$ cat config.mk
export PLATFORM = sky130hd
export DESIGN_NAME = cta_timebase
export DESIGN_NICKNAME = d
export VERILOG_FILES = /design/src/cta_pkg.sv /design/src/cta_edge_sync.sv /design/src/cta_timebase.sv
export SDC_FILE = /design/constraint.sdc
export NUM_CORES = 1
export LEC_CHECK = 0
export BUFFER_PORTS_ARGS = -buffer_cell sky130_fd_sc_hd__buf_4
export CAP_MARGIN = 20
export CORE_MARGIN = 4
export CORE_UTILIZATION = 40
export CTS_BUF_LIST = sky130_fd_sc_hd__clkbuf_4
export CTS_CLUSTER_DIAMETER = 50
export CTS_CLUSTER_SIZE = 40
export DETAILED_ROUTE_END_ITERATION = 8
export REMOVE_ABC_BUFFERS = 1
export SYNTH_ARGS = -nofsm -noshare
export SYNTH_HDL_FRONTEND = slang
export SYNTH_SLANG_ARGS = --single-unit
$ cat constraint.sdc
create_clock -name ref_clk_in -period 1.98 [get_ports ref_clk_in]
set_input_delay 0.396 -clock ref_clk_in [delete_from_list [all_inputs] [get_ports ref_clk_in]]
set_output_delay 0.396 -clock ref_clk_in [all_outputs]
set_load 0.02 [all_outputs]
$ cat src/cta_pkg.sv
// Purpose: shared constants of the counter array timebase
// Assumes: one system clock, 10 MHz
// Notes: timebase codes follow the three-bit select field
package cta_pkg;

    // ****************************************
    // widths
    // ****************************************
    localparam int COUNT_W = 16;
    localparam int BYTE_W = 8;
    localparam int SEL_W = 3;
    localparam int PRESC_W = 4;
    localparam int EXT_W = 3;
    localparam int NUM_MODULES = 6;

    // ****************************************
    // timebase select codes
    // ****************************************
    typedef enum logic [SEL_W-1:0] {
        CTA_TB_DIV12 = 3'h0,
        CTA_TB_DIV4 = 3'h1,
        CTA_TB_TIMER0 = 3'h2,
        CTA_TB_EXT_IN = 3'h3,
        CTA_TB_SYSCLK = 3'h4,
        CTA_TB_OSC_DIV8 = 3'h5
    } cta_timebase_type;

    // ****************************************
    // divisors and reset values
    // ****************************************
    localparam int SLOW_DIV = 12;
    localparam int FAST_DIV = 4;
    localparam int OSC_DIV = 8;
    localparam logic [COUNT_W-1:0] COUNT_RESET = 16'h0000;
    localparam logic [COUNT_W-1:0] COUNT_MAX = 16'hFFFF;
    localparam logic [COUNT_W-1:0] COUNT_ONE = 16'h0001;
    localparam logic [BYTE_W-1:0] BYTE_RESET = 8'h00;
    localparam logic [PRESC_W-1:0] PRESC_RESET = 4'h0;
    localparam logic [PRESC_W-1:0] PRESC_ONE = 4'h1;
    localparam logic [EXT_W-1:0] EXT_RESET = 3'h0;
    localparam logic [EXT_W-1:0] EXT_ONE = 3'h1;

endpackage

$ cat src/cta_edge_sync.sv
// Purpose: two-flop synchroniser with edge detection
// Assumes: sig_in may be asynchronous to clk_in
// Notes: edges are one-cycle pulses, one to two cycles late
`timescale 1ns/1ps
`default_nettype none

module cta_edge_sync (
    // clock and reset
    input wire logic clk_in,
    input wire logic reset_n_in,
    // sampled level
    input wire logic sig_in,
    // edge pulses
    output logic rise_out,
    output logic fall_out
);

    logic meta_q;
    logic meta_d;
    logic sync_q;
    logic sync_d;
    logic prev_q;
    logic prev_d;

    // ****************************************
    // synchroniser and history
    // ****************************************
    always_comb begin
        meta_d = sig_in;
        sync_d = meta_q;
        prev_d = sync_q;
    end

    always_ff @(posedge clk_in or negedge reset_n_in) begin
        if (!reset_n_in) begin
            meta_q <= 1'b0;
            sync_q <= 1'b0;
            prev_q <= 1'b0;
        end else begin
            meta_q <= meta_d;
            sync_q <= sync_d;
            prev_q <= prev_d;
        end
    end

    // only the second stage and its delayed copy feed the detectors
    assign rise_out = sync_q & ~prev_q;
    assign fall_out = ~sync_q & prev_q;

endmodule // cta_edge_sync

`default_nettype wire

$ cat src/cta_timebase.sv
// Purpose: 16-bit counter of the counter array with selectable timebase
// Assumes: byte read/write strobes are one-cycle pulses from the core
// Notes: flag and interrupt gating included; capture modules tap count
//
// Behaviour
// [RULE1] Counter is 16 bits, seen as a high byte and a low byte.
// [RULE2] Low byte read latches high byte; next high read returns that copy.
// [RULE3] Byte reads never disturb counting.
// [RULE4] Select picks sysclk/12, /4, timer0, ext falling, sysclk, osc/8.
// [RULE5] External input counts falling edges; source at most sysclk/4.
// [RULE6] Oscillator divided by eight is synchronised before use.
// [RULE7] Wrap from all ones to zero sets the overflow flag.
// [RULE8] Overflow requests interrupt only while flag and its enable are set.
// [RULE9] Vectoring never clears the flag; software clears it.
// [RULE10] Requests leave only with global and array enables both set.
// [RULE11] Idle halt control low keeps counting through processor idle.
// [RULE12] Wrap during control register rmw leaves the flag unset.
// [RULE13] Software brackets bit operations with counter reads and fixes flag.
// [RULE14] Count value goes to six 16-bit capture/compare modules.
// [RULE15] Each timebase tick adds exactly one, synchronous to system clock; the code drops a tick that meets a byte write.
// [RULE16] Idle halt control high freezes counter while processor idles.
`timescale 1ns/1ps
`default_nettype none

module cta_timebase #(
    parameter int SLOW_DIVISOR = cta_pkg::SLOW_DIV,
    parameter int FAST_DIVISOR = cta_pkg::FAST_DIV,
    parameter int OSC_DIVISOR = cta_pkg::OSC_DIV,
    parameter int MODULE_COUNT = cta_pkg::NUM_MODULES
) (
    // clock and reset
    input wire logic ref_clk_in,
    input wire logic reset_n_in,
    // counter byte access
    input wire logic low_rd_in,
    input wire logic high_rd_in,
    input wire logic low_wr_in,
    input wire logic high_wr_in,
    input wire logic [cta_pkg::BYTE_W-1:0] wr_data_in,
    output logic [cta_pkg::BYTE_W-1:0] rd_data_out,
    // mode control
    input wire logic [cta_pkg::SEL_W-1:0] timebase_select_in,
    input wire logic idle_halt_control_in,
    input wire logic cpu_idle_in,
    // timebase sources
    input wire logic timer0_overflow_in,
    input wire logic external_count_input_in,
    input wire logic ext_osc_in,
    // overflow flag
    input wire logic flag_wr_in,
    input wire logic flag_wr_data_in,
    input wire logic control_rmw_in,
    output logic count_overflow_flag_out,
    // interrupt enables and request
    input wire logic overflow_irq_enable_in,
    input wire logic global_irq_enable_in,
    input wire logic array_irq_enable_in,
    input wire logic [cta_pkg::NUM_MODULES-1:0] module_match_flag_in,
    output logic array_irq_out,
    // count shared with capture/compare modules
    output logic [cta_pkg::COUNT_W-1:0] count_value_out,
    output logic count_tick_out
);
    import cta_pkg::*;

    // ****************************************
    // elaboration checks
    // ****************************************
    if (SLOW_DIVISOR < 2 || SLOW_DIVISOR > (1 << PRESC_W)) begin : g_bad_slow
        $error("slow divisor out of range");
    end
    if (FAST_DIVISOR < 2 || FAST_DIVISOR > (1 << PRESC_W)) begin : g_bad_fast
        $error("fast divisor out of range");
    end
    if (OSC_DIVISOR < 2 || OSC_DIVISOR > (1 << EXT_W)) begin : g_bad_osc
        $error("oscillator divisor out of range");
    end
    if (MODULE_COUNT != NUM_MODULES) begin : g_bad_mods
        $error("module count must match match flag width");
    end

    localparam logic [PRESC_W-1:0] SLOW_LAST = PRESC_W'(SLOW_DIVISOR - 1);
    localparam logic [PRESC_W-1:0] FAST_LAST = PRESC_W'(FAST_DIVISOR - 1);
    localparam logic [EXT_W-1:0] OSC_LAST = EXT_W'(OSC_DIVISOR - 1);

    cta_timebase_type sel;
    logic run;
    logic eci_fall;
    logic osc_rise;
    logic tick;
    logic wrap;

    logic [PRESC_W-1:0] presc_q;
    logic [PRESC_W-1:0] presc_d;
    logic presc_tick;
    logic [PRESC_W-1:0] presc_last;
    logic [EXT_W-1:0] osc_q;
    logic [EXT_W-1:0] osc_d;
    logic osc_tick;
    logic [COUNT_W-1:0] count_q;
    logic [COUNT_W-1:0] count_d;
    logic tick_q;
    logic tick_d;
    logic [BYTE_W-1:0] snap_q;
    logic [BYTE_W-1:0] snap_d;
    logic [BYTE_W-1:0] rd_q;
    logic [BYTE_W-1:0] rd_d;
    logic flag_q;
    logic flag_d;
    logic irq_q;
    logic irq_d;
    logic ovf_req;
    logic match_req;

    assign sel = cta_timebase_type'(timebase_select_in);

    // [RULE11] idle keeps running
    // [RULE16] idle halt freezes
    assign run = ~(cpu_idle_in & idle_halt_control_in);

    // ****************************************
    // edge synchronisers
    // ****************************************
    // [RULE5] falling edges counted
    cta_edge_sync u_eci_sync (
        .clk_in(ref_clk_in),
        .reset_n_in(reset_n_in),
        .sig_in(external_count_input_in),
        .rise_out(),
        .fall_out(eci_fall)
    );

    // [RULE6] oscillator synchronised first
    cta_edge_sync u_osc_sync (
        .clk_in(ref_clk_in),
        .reset_n_in(reset_n_in),
        .sig_in(ext_osc_in),
        .rise_out(osc_rise),
        .fall_out()
    );

    // ****************************************
    // prescalers
    // ****************************************
    // one counter serves both sysclk dividers; it restarts on a select
    // change only through the wrap test, which costs at most one period
    always_comb begin
        presc_d = presc_q;
        presc_tick = 1'b0;
        presc_last = (sel == CTA_TB_DIV12) ? SLOW_LAST : FAST_LAST;
        if (run && (sel == CTA_TB_DIV12 || sel == CTA_TB_DIV4)) begin
            if (presc_q >= presc_last) begin
                presc_d = PRESC_RESET;
                presc_tick = 1'b1;
            end else begin
                presc_d = presc_q + PRESC_ONE;
            end
        end
        osc_d = osc_q;
        osc_tick = 1'b0;
        if (run && osc_rise) begin
            if (osc_q >= OSC_LAST) begin
                osc_d = EXT_RESET;
                osc_tick = 1'b1;
            end else begin
                osc_d = osc_q + EXT_ONE;
            end
        end
    end

    always_ff @(posedge ref_clk_in or negedge reset_n_in) begin
        if (!reset_n_in) begin
            presc_q <= PRESC_RESET;
            osc_q <= EXT_RESET;
        end else begin
            presc_q <= presc_d;
            osc_q <= osc_d;
        end
    end

    // ****************************************
    // timebase select
    // ****************************************
    // [RULE4] timebase multiplexer
    always_comb begin
        unique case (sel)
            CTA_TB_DIV12: tick = presc_tick;
            CTA_TB_DIV4: tick = presc_tick;
            CTA_TB_TIMER0: tick = timer0_overflow_in & run;
            CTA_TB_EXT_IN: tick = eci_fall & run;
            CTA_TB_SYSCLK: tick = run;
            CTA_TB_OSC_DIV8: tick = osc_tick;
            // unused codes stop the counter
            default: tick = 1'b0;
        endcase
    end

    // ****************************************
    // main counter
    // ****************************************
    // [RULE7] wrap detection
    assign wrap = tick && !low_wr_in && !high_wr_in && (count_q == COUNT_MAX);

    // software byte writes win over a tick in the same cycle
    always_comb begin
        count_d = count_q;
        tick_d = 1'b0;
        if (low_wr_in || high_wr_in) begin
            if (low_wr_in) begin
                count_d[BYTE_W-1:0] = wr_data_in;
            end
            if (high_wr_in) begin
                count_d[COUNT_W-1:BYTE_W] = wr_data_in;
            end
        end else if (tick) begin
            // [RULE15] increment by one
            count_d = count_q + COUNT_ONE;
            tick_d = 1'b1;
        end
    end

    // [RULE1] 16-bit counter register
    always_ff @(posedge ref_clk_in or negedge reset_n_in) begin
        if (!reset_n_in) begin
            count_q <= COUNT_RESET;
            tick_q <= 1'b0;
        end else begin
            count_q <= count_d;
            tick_q <= tick_d;
        end
    end

    // ****************************************
    // byte reads and snapshot
    // ****************************************
    // reads only touch the snapshot and read data, never the counter
    // a high read with no low read first returns a stale copy
    always_comb begin
        snap_d = snap_q;
        rd_d = rd_q;
        // [RULE2] low read latches high
        if (low_rd_in) begin
            snap_d = count_q[COUNT_W-1:BYTE_W];
            rd_d = count_q[BYTE_W-1:0];
        end else if (high_rd_in) begin
            // [RULE3] reads leave counting alone
            rd_d = snap_q;
        end
    end

    always_ff @(posedge ref_clk_in or negedge reset_n_in) begin
        if (!reset_n_in) begin
            snap_q <= BYTE_RESET;
            rd_q <= BYTE_RESET;
        end else begin
            snap_q <= snap_d;
            rd_q <= rd_d;
        end
    end

    // ****************************************
    // overflow flag and interrupt
    // ****************************************
    // outside a control rmw, a wrap beats a software clear in the same cycle
    always_comb begin
        flag_d = flag_q;
        // [RULE9] cleared by software only
        if (flag_wr_in) begin
            flag_d = flag_wr_data_in;
        end
        // [RULE12] lost during control rmw
        if (wrap && !control_rmw_in) begin
            flag_d = 1'b1;
        end
        // [RULE8] overflow request gated
        ovf_req = flag_q & overflow_irq_enable_in;
        match_req = |module_match_flag_in;
        // [RULE10] global and array enables
        irq_d = (ovf_req | match_req) & global_irq_enable_in
            & array_irq_enable_in;
    end

    always_ff @(posedge ref_clk_in or negedge reset_n_in) begin
        if (!reset_n_in) begin
            flag_q <= 1'b0;
            irq_q <= 1'b0;
        end else begin
            flag_q <= flag_d;
            irq_q <= irq_d;
        end
    end

    // ****************************************
    // outputs
    // ****************************************
    // registered requests trail the flag by one cycle
    assign rd_data_out = rd_q;
    assign count_overflow_flag_out = flag_q;
    assign array_irq_out = irq_q;
    // [RULE14] count shared by modules
    assign count_value_out = count_q;
    assign count_tick_out = tick_q;

endmodule // cta_timebase

`default_nettype wire

* Yosys cells after proc, flatten, opt, wreduce, memory -nomap -nowiden
Cells that the tools add are included.
** Storage, ports and cells
- Register bits :: 48
- Output and inout bits :: 27
- Logic and storage cells :: 77
** Cells by class
- Add/sub/neg operators :: 3
- $lt $le $gt $ge :: 2
- Equality and inequality tests :: 8
- Mux-type cells :: 18
- Bitwise logic cells :: 12
- Reduce and logical (&&, ||, !) cells :: 19
** Operators by type and width (count)
- 2-to-1 mux 16 bit :: 2
- 2-to-1 mux 8 bit :: 4
- adder 16 x 1 -> 16 bit, second input constant :: 1
- == test 16 bit, second input constant :: 1
- AND 1 bit :: 8
- 2-to-1 mux 1 bit :: 8
- 2-to-1 mux 4 bit :: 2
- == test 3 x 2 -> 1 bit, second input constant :: 2
- == test 3 bit, second input constant :: 2
- logical AND 1 bit :: 6
- nonzero test 2 bit :: 3
- OR reduction 6 bit :: 1
- case mux 1 bit (5 select lines) :: 1
- adder 4 x 1 -> 4 bit, second input constant :: 1
- >= comparator 4 bit :: 1
- inequality test 2 bit, second input constant :: 2
- AND reduction 2 bit :: 2
- adder 3 x 1 -> 3 bit, second input constant :: 1
- == test 3 x 1 -> 1 bit, second input constant :: 1
- >= comparator 3 bit, second input constant :: 1
- zero test 1 bit :: 3
- zero test 3 bit :: 1
- 2-to-1 mux 3 bit :: 1
- inverter 1 bit :: 3
- other kinds (3) :: 4

* Longest topological paths before layout
Gate-level depths: netlist of the first run.
- Depth after elaboration :: 11
- Gate-level depth with buffers :: 8
- Gate-level depth less buffers :: 7

* By module
From an unflattened synthesis of the first run, not the netlist that was laid out.
** Second synthesis, totals
- Cell total of the unflattened synthesis :: 250
- Area total of the unflattened synthesis :: 2473.6 µm²
** By module, submodules not included
- cta_timebase :: times used 1, cells each 240, area each 2293.4 µm², sequential area each 1051.0 µm²
- cta_edge_sync :: times used 2, cells each 5, area each 90.1 µm², sequential area each 75.1 µm²

* Worst setup path before layout of the first run
Ideal clock, no wire load.
- Path type :: input -> register
- Start :: input port timebase_select_in[2] (netlist name)
- End :: register count_q[6] (netlist: count_value_out[6])
- Arrival time :: 2.025 ns
- Required time :: 1.893 ns
- Slack :: -0.132 ns
- Cell stages on the path :: 8
- Path buffers :: 1
- Cells stage by stage :: or3_1 -> ha_1 -> o21ai_0 -> nand2b_1 -> a32oi_1 -> clkbuf_1 -> nand3_1 -> a22oi_1
** On the way
- Longest elaborated chain between the ends :: 8
** RTL lines
- start, declared :: RTL line cta_timebase.sv:42 : input wire logic [cta_pkg::SEL_W-1:0] timebase_select_in,
- zero test 3 bit :: RTL line cta_timebase.sv:150, cta_timebase.sv:151, cta_timebase.sv:186
- 2-to-1 mux 4 bit :: RTL line cta_timebase.sv:150 : presc_last = (sel == CTA_TB_DIV12) ? SLOW_LAST : FAST_LAST;
- >= comparator 4 bit :: RTL line cta_timebase.sv:152 : if (presc_q >= presc_last) begin
- 2-to-1 mux 1 bit :: RTL line cta_timebase.sv:152
- 2-to-1 mux 1 bit :: RTL line cta_timebase.sv:151 : if (run && (sel == CTA_TB_DIV12 || sel == CTA_TB_DIV4)) begin
- case mux 1 bit (5 select lines) * :: RTL line cta_timebase.sv:186 : unique case (sel)
- nonzero test 2 bit (no source line) *
- AND reduction 2 bit (no source line) *
- end signal, assigned :: RTL line cta_timebase.sv:228 : count_q <= count_d;
- end, declared :: RTL line cta_timebase.sv:100 : logic [COUNT_W-1:0] count_q;
Mark *: on every way between the ends. The rest lies on a longest branch, timed or not.
A chain may end at the register's enable or synchronous reset.

* Worst setup path in the final report of the first run
- Start :: input port timebase_select_in[2] (netlist name)
- End :: register count_q[12] (netlist: count_value_out[12])
The elaborated chain is that of the path after synthesis.

==> impl_metrics.env, run 1 <==
export IMPL_outcome="finished clean"
export IMPL_cts_tree="yes"
export IMPL_synthCells=270
export IMPL_hold_viol=0
export IMPL_holdWs_ps=30.5
export IMPL_htree_levels=2
export IMPL_post_route_period_util_pct=96.9
export IMPL_path_cells="buf_4, or3_1, ha_1, o21ai_0, nand2b_1, a32o_2, o21a_2, o311a_1"
export IMPL_yosys_warnings=0
export IMPL_place_congestion=0.845
export IMPL_start_util_pct=41.0
export IMPL_insertion_delay_ps=360
export IMPL_die_w_um=88.5
export IMPL_crit_path_start_kind="input port"
export IMPL_cts_buffer_depth=2
export IMPL_slowest_delay_ps=360
export IMPL_fillers=621
export IMPL_path_delay_family="compound AO/OA/AOI/OAI gates"
export IMPL_path_max_fanout=6
export IMPL_die_y_um=88.5
export IMPL_ff_latch_area_mm2=0.00120
export IMPL_power_density_mw_per_mm2=809
export IMPL_synth_cell_type_count=48
export IMPL_wl_per_cell_um=16.3
export IMPL_vias=2448
export IMPL_area_growth_pct=33.4
export IMPL_dp_cells=425
export IMPL_synthArstFlopShare_pct=100
export IMPL_period_needed_ps=1920
export IMPL_p_int_mw=1.85
export IMPL_ctsHoldBuffers=0
export IMPL_synth_seq_cells=48
export IMPL_ios=61
export IMPL_comb_power_share_pct=32.9
export IMPL_crit_buf_inv=1
export IMPL_drt_iter0_drc=144
export IMPL_fin_util_pct=54.7
export IMPL_power_frac_clock_pct=21.7
export IMPL_ys_seq_area_share_pct=46.4
export IMPL_p_sw_share_pct=34.0
export IMPL_required_ps=2240
export IMPL_fin_skew_ps=8.02
export IMPL_ys_flop_type="dfrtp_1"
export IMPL_dpl_hpwl_um=5420
export IMPL_dieArea_mm2=0.00783
export IMPL_first_global_vias=2401
export IMPL_slew_violations=0
export IMPL_worstMarginPinSlew_ps=619
export IMPL_insertedDiodeCount=0
export IMPL_drv_cap=0
export IMPL_clockRootBuffer="clkbuf_4"
export IMPL_cts_sinks=48
export IMPL_finalWirelength_um=7090
export IMPL_critPathKind="in2reg"
export IMPL_final_cells=434
export IMPL_grt_overflow=0
export IMPL_max_freq_mhz=521
export IMPL_setup_viol=0
export IMPL_power_frac_seq_pct=45.4
export IMPL_syn_area_mm2=0.00259
export IMPL_cp_arrival_ps=2180
export IMPL_multi_input_area_mm2=0.00132
export IMPL_antenna_found_initial=0
export IMPL_core_area_mm2=0.00631
export IMPL_grt_usage_pct=19.0
export IMPL_max_slew_margin_pct=58.7
export IMPL_drc=0
export IMPL_drive_gt1_share_pct=35.9
export IMPL_dr_pass1_iters=4
export IMPL_grt_pass1_wl_um=11700
export IMPL_p_switching_mw=0.950
export IMPL_nNetsFinal=395
export IMPL_finalSetupTns_ps=0
export IMPL_port_buffers=60
export IMPL_p_leak_nw=1.57
export IMPL_vias_per_cell=5.64
export IMPL_ant_nets=0
export IMPL_grt_max_degree=49
export IMPL_rsz0062_at_grt="true"
export IMPL_synth_edf_count=0
export IMPL_cpMaxStageDelayCell="or3_1"
export IMPL_syn_area_per_cell_um2=9.59
export IMPL_ir_worst_vdd_uv=404
export IMPL_cts_made_buffers=5
export IMPL_hp_class="in2async"
export IMPL_cp_end_kind="flop"
export IMPL_path_clk_slew_ps=150
export IMPL_rows=29
final cells by class:
type	instances	share of cell area, %
multi-input combinational	197	38.3
sequential	48	34.8
timing repair buffer	96	20.9
tap	77	2.79
clock inverter	3	1.34
clock buffer	5	1.09
inverter	8	0.869
worst register-to-register path, delay by kind of cell (launching register included):
kind,cells,cell delay [ps]
simple gates,1,130
flops,1,430
fa+ha+maj,1,230
compound gates,4,1000
registers in the layout (all words and copies together) (netlist names), 3 cells and up:
register         flops
count_value_out     16
osc_q                3
rd_data_out          8
presc_q              4
snap_q               8
power by group through the flow:
stage	logic (mW)	registers, mW	clock network, mW
floorplan	0.331	1.37	0
global placement	0.873	1.28	0
detailed placement	0.885	1.28	0
CTS	0.894	1.26	0.625
global route	1.03	1.29	0.666
finish	0.920	1.27	0.607
repair_timing:
item | CTS | global route
buffers inserted | 0 | 1
endpoints found under the setup margin | 2 | 14
pin swaps | 0 | 2
gates resized for setup | 1 | 9
cloned | 0 | 0
endpoints found under the hold margin | 0 | 0
layout by cell type (no fill, tap or decap), types with 2 or more instances in the layout:
cell | netlist | final
a2111o_1 | 5 | 5
a21oi_1 | 4 | 4
a22oi_1 | 8 | 8
a32oi_1 | 3 | 3
and2_1 | 2 | 2
and3_1 | 4 | 4
and4_1 | 3 | 3
buf_4 | 2 | 96
clkbuf_4 | 0 | 5
dfrtp_1 | 48 | 48
ha_1 | 5 | 4
inv_1 | 7 | 7
mux2_2 | 10 | 10
mux2i_1 | 9 | 9
nand2_1 | 26 | 26
nand2b_1 | 3 | 3
nand3_1 | 23 | 22
nand3_2 | 1 | 2
nand4_1 | 8 | 8
nor2_1 | 18 | 18
nor2b_1 | 3 | 3
nor3_1 | 5 | 5
nor4_1 | 2 | 2
o2111ai_1 | 4 | 3
o211ai_1 | 5 | 5
o21ai_0 | 20 | 20
o22ai_1 | 4 | 4
or3_1 | 2 | 2
synthesized netlist by cell type (all sizes together) (2+ instances only):
cell type	number	area [µm²]
a2111o	5	56.3
a21oi	4	20.0
a22oi	8	60.1
a31oi	2	12.5
a32oi	3	26.3
and2	2	12.5
and3	5	32.5
and4	3	26.3
buf	5	30.0
clkbuf	12	46.3
dfrtp	48	1200
ha	5	62.6
inv	8	30.0
mux2	10	113
mux2i	9	90.1
nand2	27	109
nand2b	3	18.8
nand3	24	125
nand4	8	50.1
nor2	18	67.6
nor2b	3	18.8
nor3	5	25.0
nor4	2	12.5
o2111ai	4	35.0
o211ai	5	37.5
o21a	2	15.0
o21ai	22	110
o22ai	4	25.0
or3	2	12.5
metrics by stage:
stage	power (mW)	setup slack, ps	cell area (µm²)
after floorplan	1.71	-243	2510
after global placement	2.15	-329	3320
after detailed placement	2.17	-356	3320
after CTS	2.78	27.0	3410
after global routing	2.99	-5.30	3460
final	2.80	61.6	3460
final timing paths:
kind / slack, ps / to / cells after the start / start
hold reg to reg: 370 / u_osc_sync.prev_d / 0 / u_osc_sync.meta_q
max in group asynchronous: 1540 / count_value_out[12] / 1 / reset_n_in
hold / removal: 30 / osc_q[0] / 1 / reset_n_in
setup / recovery: 60 / count_value_out[12] / 8 / timebase_select_in[2]
setup reg to reg: 100 / count_value_out[12] / 6 / presc_q[0]
min in group ref_clk_in: 130 / u_osc_sync.meta_q / 1 / ext_osc_in
logic make-up (layout without fill, tap and decap cells):
family	Yosys count	after routing	synth area share [%]
flops	48	48	46.4
buf+inv	25	112	4.11
fa+ha+maj	5	5	2.42
compound gates	69	69	18.8
simple gates	104	104	20.5
mux	19	19	7.83
metal layers:
metal / wire length [µm] / global-route usage [%]
met4: 58 / 4.40
met5: 0 / 0
met1: 3280 / 28.1
met3: 382 / 3.63
met2: 3380 / 29.0
No activity file was read; power rests on OpenSTA's default activity.
==> run 2, diff against run 1 <==
Settings changed: ABC_AREA set to 1, CORE_MARGIN 4 to 1.5, PLACE_DENSITY set to 0.68.
==> impl_metrics.env, run 2 <==
export IMPL_outcome="finished clean"
export IMPL_critPathKind="reg2reg"
export IMPL_post_route_period_util_pct=89.7
export IMPL_core_area_mm2=0.00639
export IMPL_slew_violations=0
export IMPL_hp_class="in2async"
export IMPL_area_growth_pct=24.1
export IMPL_place_congestion=0.861
export IMPL_die_w_um=84.5
export IMPL_first_global_vias=2414
export IMPL_p_leak_nw=1.65
export IMPL_final_cells=486
export IMPL_start_util_pct=41.6
export IMPL_fillers=635
export IMPL_power_mw=2.69
export IMPL_fin_skew_ps=8.32
export IMPL_layout_common_cells="nand2_1, buf_4, dfrtp_1"
export IMPL_insertedDiodeCount=0
export IMPL_setup_viol=0
export IMPL_synthTopCellsByArea="dfrtp_1, nand2_1, nand3_1, nand2_2, nor2_1"
export IMPL_period_needed_ps=1780
export IMPL_nNetsFinal=447
export IMPL_drive_gt1_share_pct=26.9
export IMPL_finalWirelength_um=6340
export IMPL_cts_made_buffers=5
export IMPL_htree_levels=2
export IMPL_port_buffers=60
export IMPL_max_freq_mhz=563
export IMPL_worstReg2RegStart="presc_q[3]"
export IMPL_dieArea_mm2=0.00713
export IMPL_clockRootBuffer="clkbuf_4"
export IMPL_synth_cell_type_count=36
export IMPL_path_max_fanout=20
export IMPL_rows=29
export IMPL_worstMarginPinSlew_ps=627
export IMPL_yosys_warnings=0
export IMPL_dp_cells=477
export IMPL_netlist_top_cells_count="nand2_1, dfrtp_1, nand3_1"
export IMPL_grt_overflow=0
export IMPL_synth_edf_count=0
export IMPL_cts_sinks=48
export IMPL_post_cts_buffers=0
export IMPL_grt_pass1_wl_um=11000
export IMPL_synth_top_area_share_pct=45.3
export IMPL_ant_nets=0
export IMPL_synth_seq_cells=48
export IMPL_ys_seq_area_share_pct=45.3
export IMPL_syn_area_mm2=0.00265
export IMPL_cts_buffer_depth=2
export IMPL_dr_pass1_iters=4
export IMPL_drc=0
export IMPL_synthArstFlopShare_pct=100
export IMPL_synth_top_area_cell="dfrtp_1"
export IMPL_dpl_hpwl_um=4740
export IMPL_ys_flop_type="dfrtp_1"
export IMPL_grt_usage_pct=19.1
export IMPL_path_clk_slew_ps=150
export IMPL_ff2ff_path_depth=10
export IMPL_crit_path_start_kind="flop"
export IMPL_vias=2416
export IMPL_hold_viol=0
export IMPL_drt_iter0_drc=136
export IMPL_syn_area_per_cell_um2=7.83
export IMPL_antenna_found_initial=0
export IMPL_insertion_delay_ps=360
export IMPL_grt_max_degree=49
export IMPL_finalSetupTns_ps=0
export IMPL_power_density_mw_per_mm2=816
export IMPL_max_slew_margin_pct=58.2
export IMPL_required_ps=2250
export IMPL_largest_reg_flops=16
export IMPL_wl_per_cell_um=13.0
export IMPL_layout_commonest_cell="nand2_1"
export IMPL_post_cts_resize_count=0
export IMPL_rsz0062_at_grt="false"
export IMPL_r2r_end="count_value_out[6]"
export IMPL_yosys_cell_count_top_type="nand2_1"
export IMPL_synthCells=339
export IMPL_cts_tree="yes"
export IMPL_ff2ff_setup_slack_ps=200
export IMPL_ctsHoldBuffers=0
export IMPL_drv_cap=0
export IMPL_vias_per_cell=4.97
export IMPL_fin_util_pct=51.6
export IMPL_die_y_um=84.5
export IMPL_cp_end_kind="flop"
export IMPL_cp_arrival_ps=2050
export IMPL_ios=61
export IMPL_ir_worst_vdd_uv=410
==> run 2: cell count changes after synthesis, moves of 5 or more <==
cell	delta
a2111o_1	-5
a22oi_1	-6
clkbuf_1	-9
inv_1	+20
mux2_2	-10
mux2i_1	-8
nand2_1	+78
nand2_2	+17
nand3_1	+7
nor2_1	+10
==> run 2: layout make-up <==
type / instances / area, µm² / area share, %
clock inverter: 3 / 17.5 / 0.532
timing repair buffer: 68 / 523 / 15.9
clock buffer: 5 / 37.5 / 1.14
inverter: 35 / 131 / 3.99
multi-input combinational: 250 / 1290 / 39.1
sequential: 48 / 1200 / 36.5
tap: 77 / 96.3 / 2.92
==> run 2: kinds of logic (layout without fill, tap and decap cells) <==
kind of cell | count (synthesis) | count (layout) | share of synthesized area (%)
adder cells (fa/ha/maj) | 5 | 5 | 2.36
XOR/XNOR | 5 | 5 | 1.65
AND/OR/NAND/NOR | 198 | 198 | 34.9
buffers and inverters | 41 | 111 | 6.22
multiplexers | 1 | 1 | 0.377
AO/OA/AOI/OAI | 41 | 41 | 9.24
flip-flops | 48 | 48 | 45.3
==> run 2: critical path, cell delays in order (launching register included) <==
cell,delay (ps)
dfrtp_1,430
ha_1,340
a21oi_2,180
a21oi_2,80
nor2_1,90
nand2_1,70
nand2_1,100
buf_12,180
nand2_8,100
nand2_2,70
nand2_1,40
==> run 2: metrics by stage <==
step / hold WS [ps] / instance area, µm² / setup slack [ps]
after detailed placement: 335 / 3230 / -14.5
final: 23.9 / 3290 / 203
after global placement: 334 / 3230 / 17.8
after CTS: 46.9 / 3290 / 177
after floorplan: 100 / 2620 / -148
after global routing: 67.1 / 3290 / 3.19
==> run 2: worst max path at each step <==
stage                                     start                  end  slack (ps)  cells past startpoint
after CTS                              osc_q[0]   count_value_out[4]         180                     13
after global routing                   osc_q[0]  count_value_out[11]           3                     13
final                                presc_q[3]   count_value_out[6]         200                     10
after global placement    timebase_select_in[0]   count_value_out[0]          20                     13
after floorplan           timebase_select_in[1]   count_value_out[0]        -150                     11
after detailed placement  timebase_select_in[0]   count_value_out[3]         -10                     13
==> run 2: routing by layer <==
layer | vias to the layer above | GRT usage (%) | wire, µm
met2 | 75 | 32.4 | 2980
met1 | 1091 | 25.3 | 2900
li1 | 1239 | - | -
met5 | - | 0 | 0
met4 | 0 | 5.28 | 123
met3 | 11 | 3.15 | 338
==> run 2: report_power, final <==
| group | internal (mW) | leakage, nW | switching (mW) | total, mW |
|---|---|---|---|---|
| clock | 0.138 | 0.0330 | 0.329 | 0.467 |
| sequential | 1.15 | 0.592 | 0.175 | 1.32 |
| combinational | 0.389 | 1.02 | 0.508 | 0.897 |
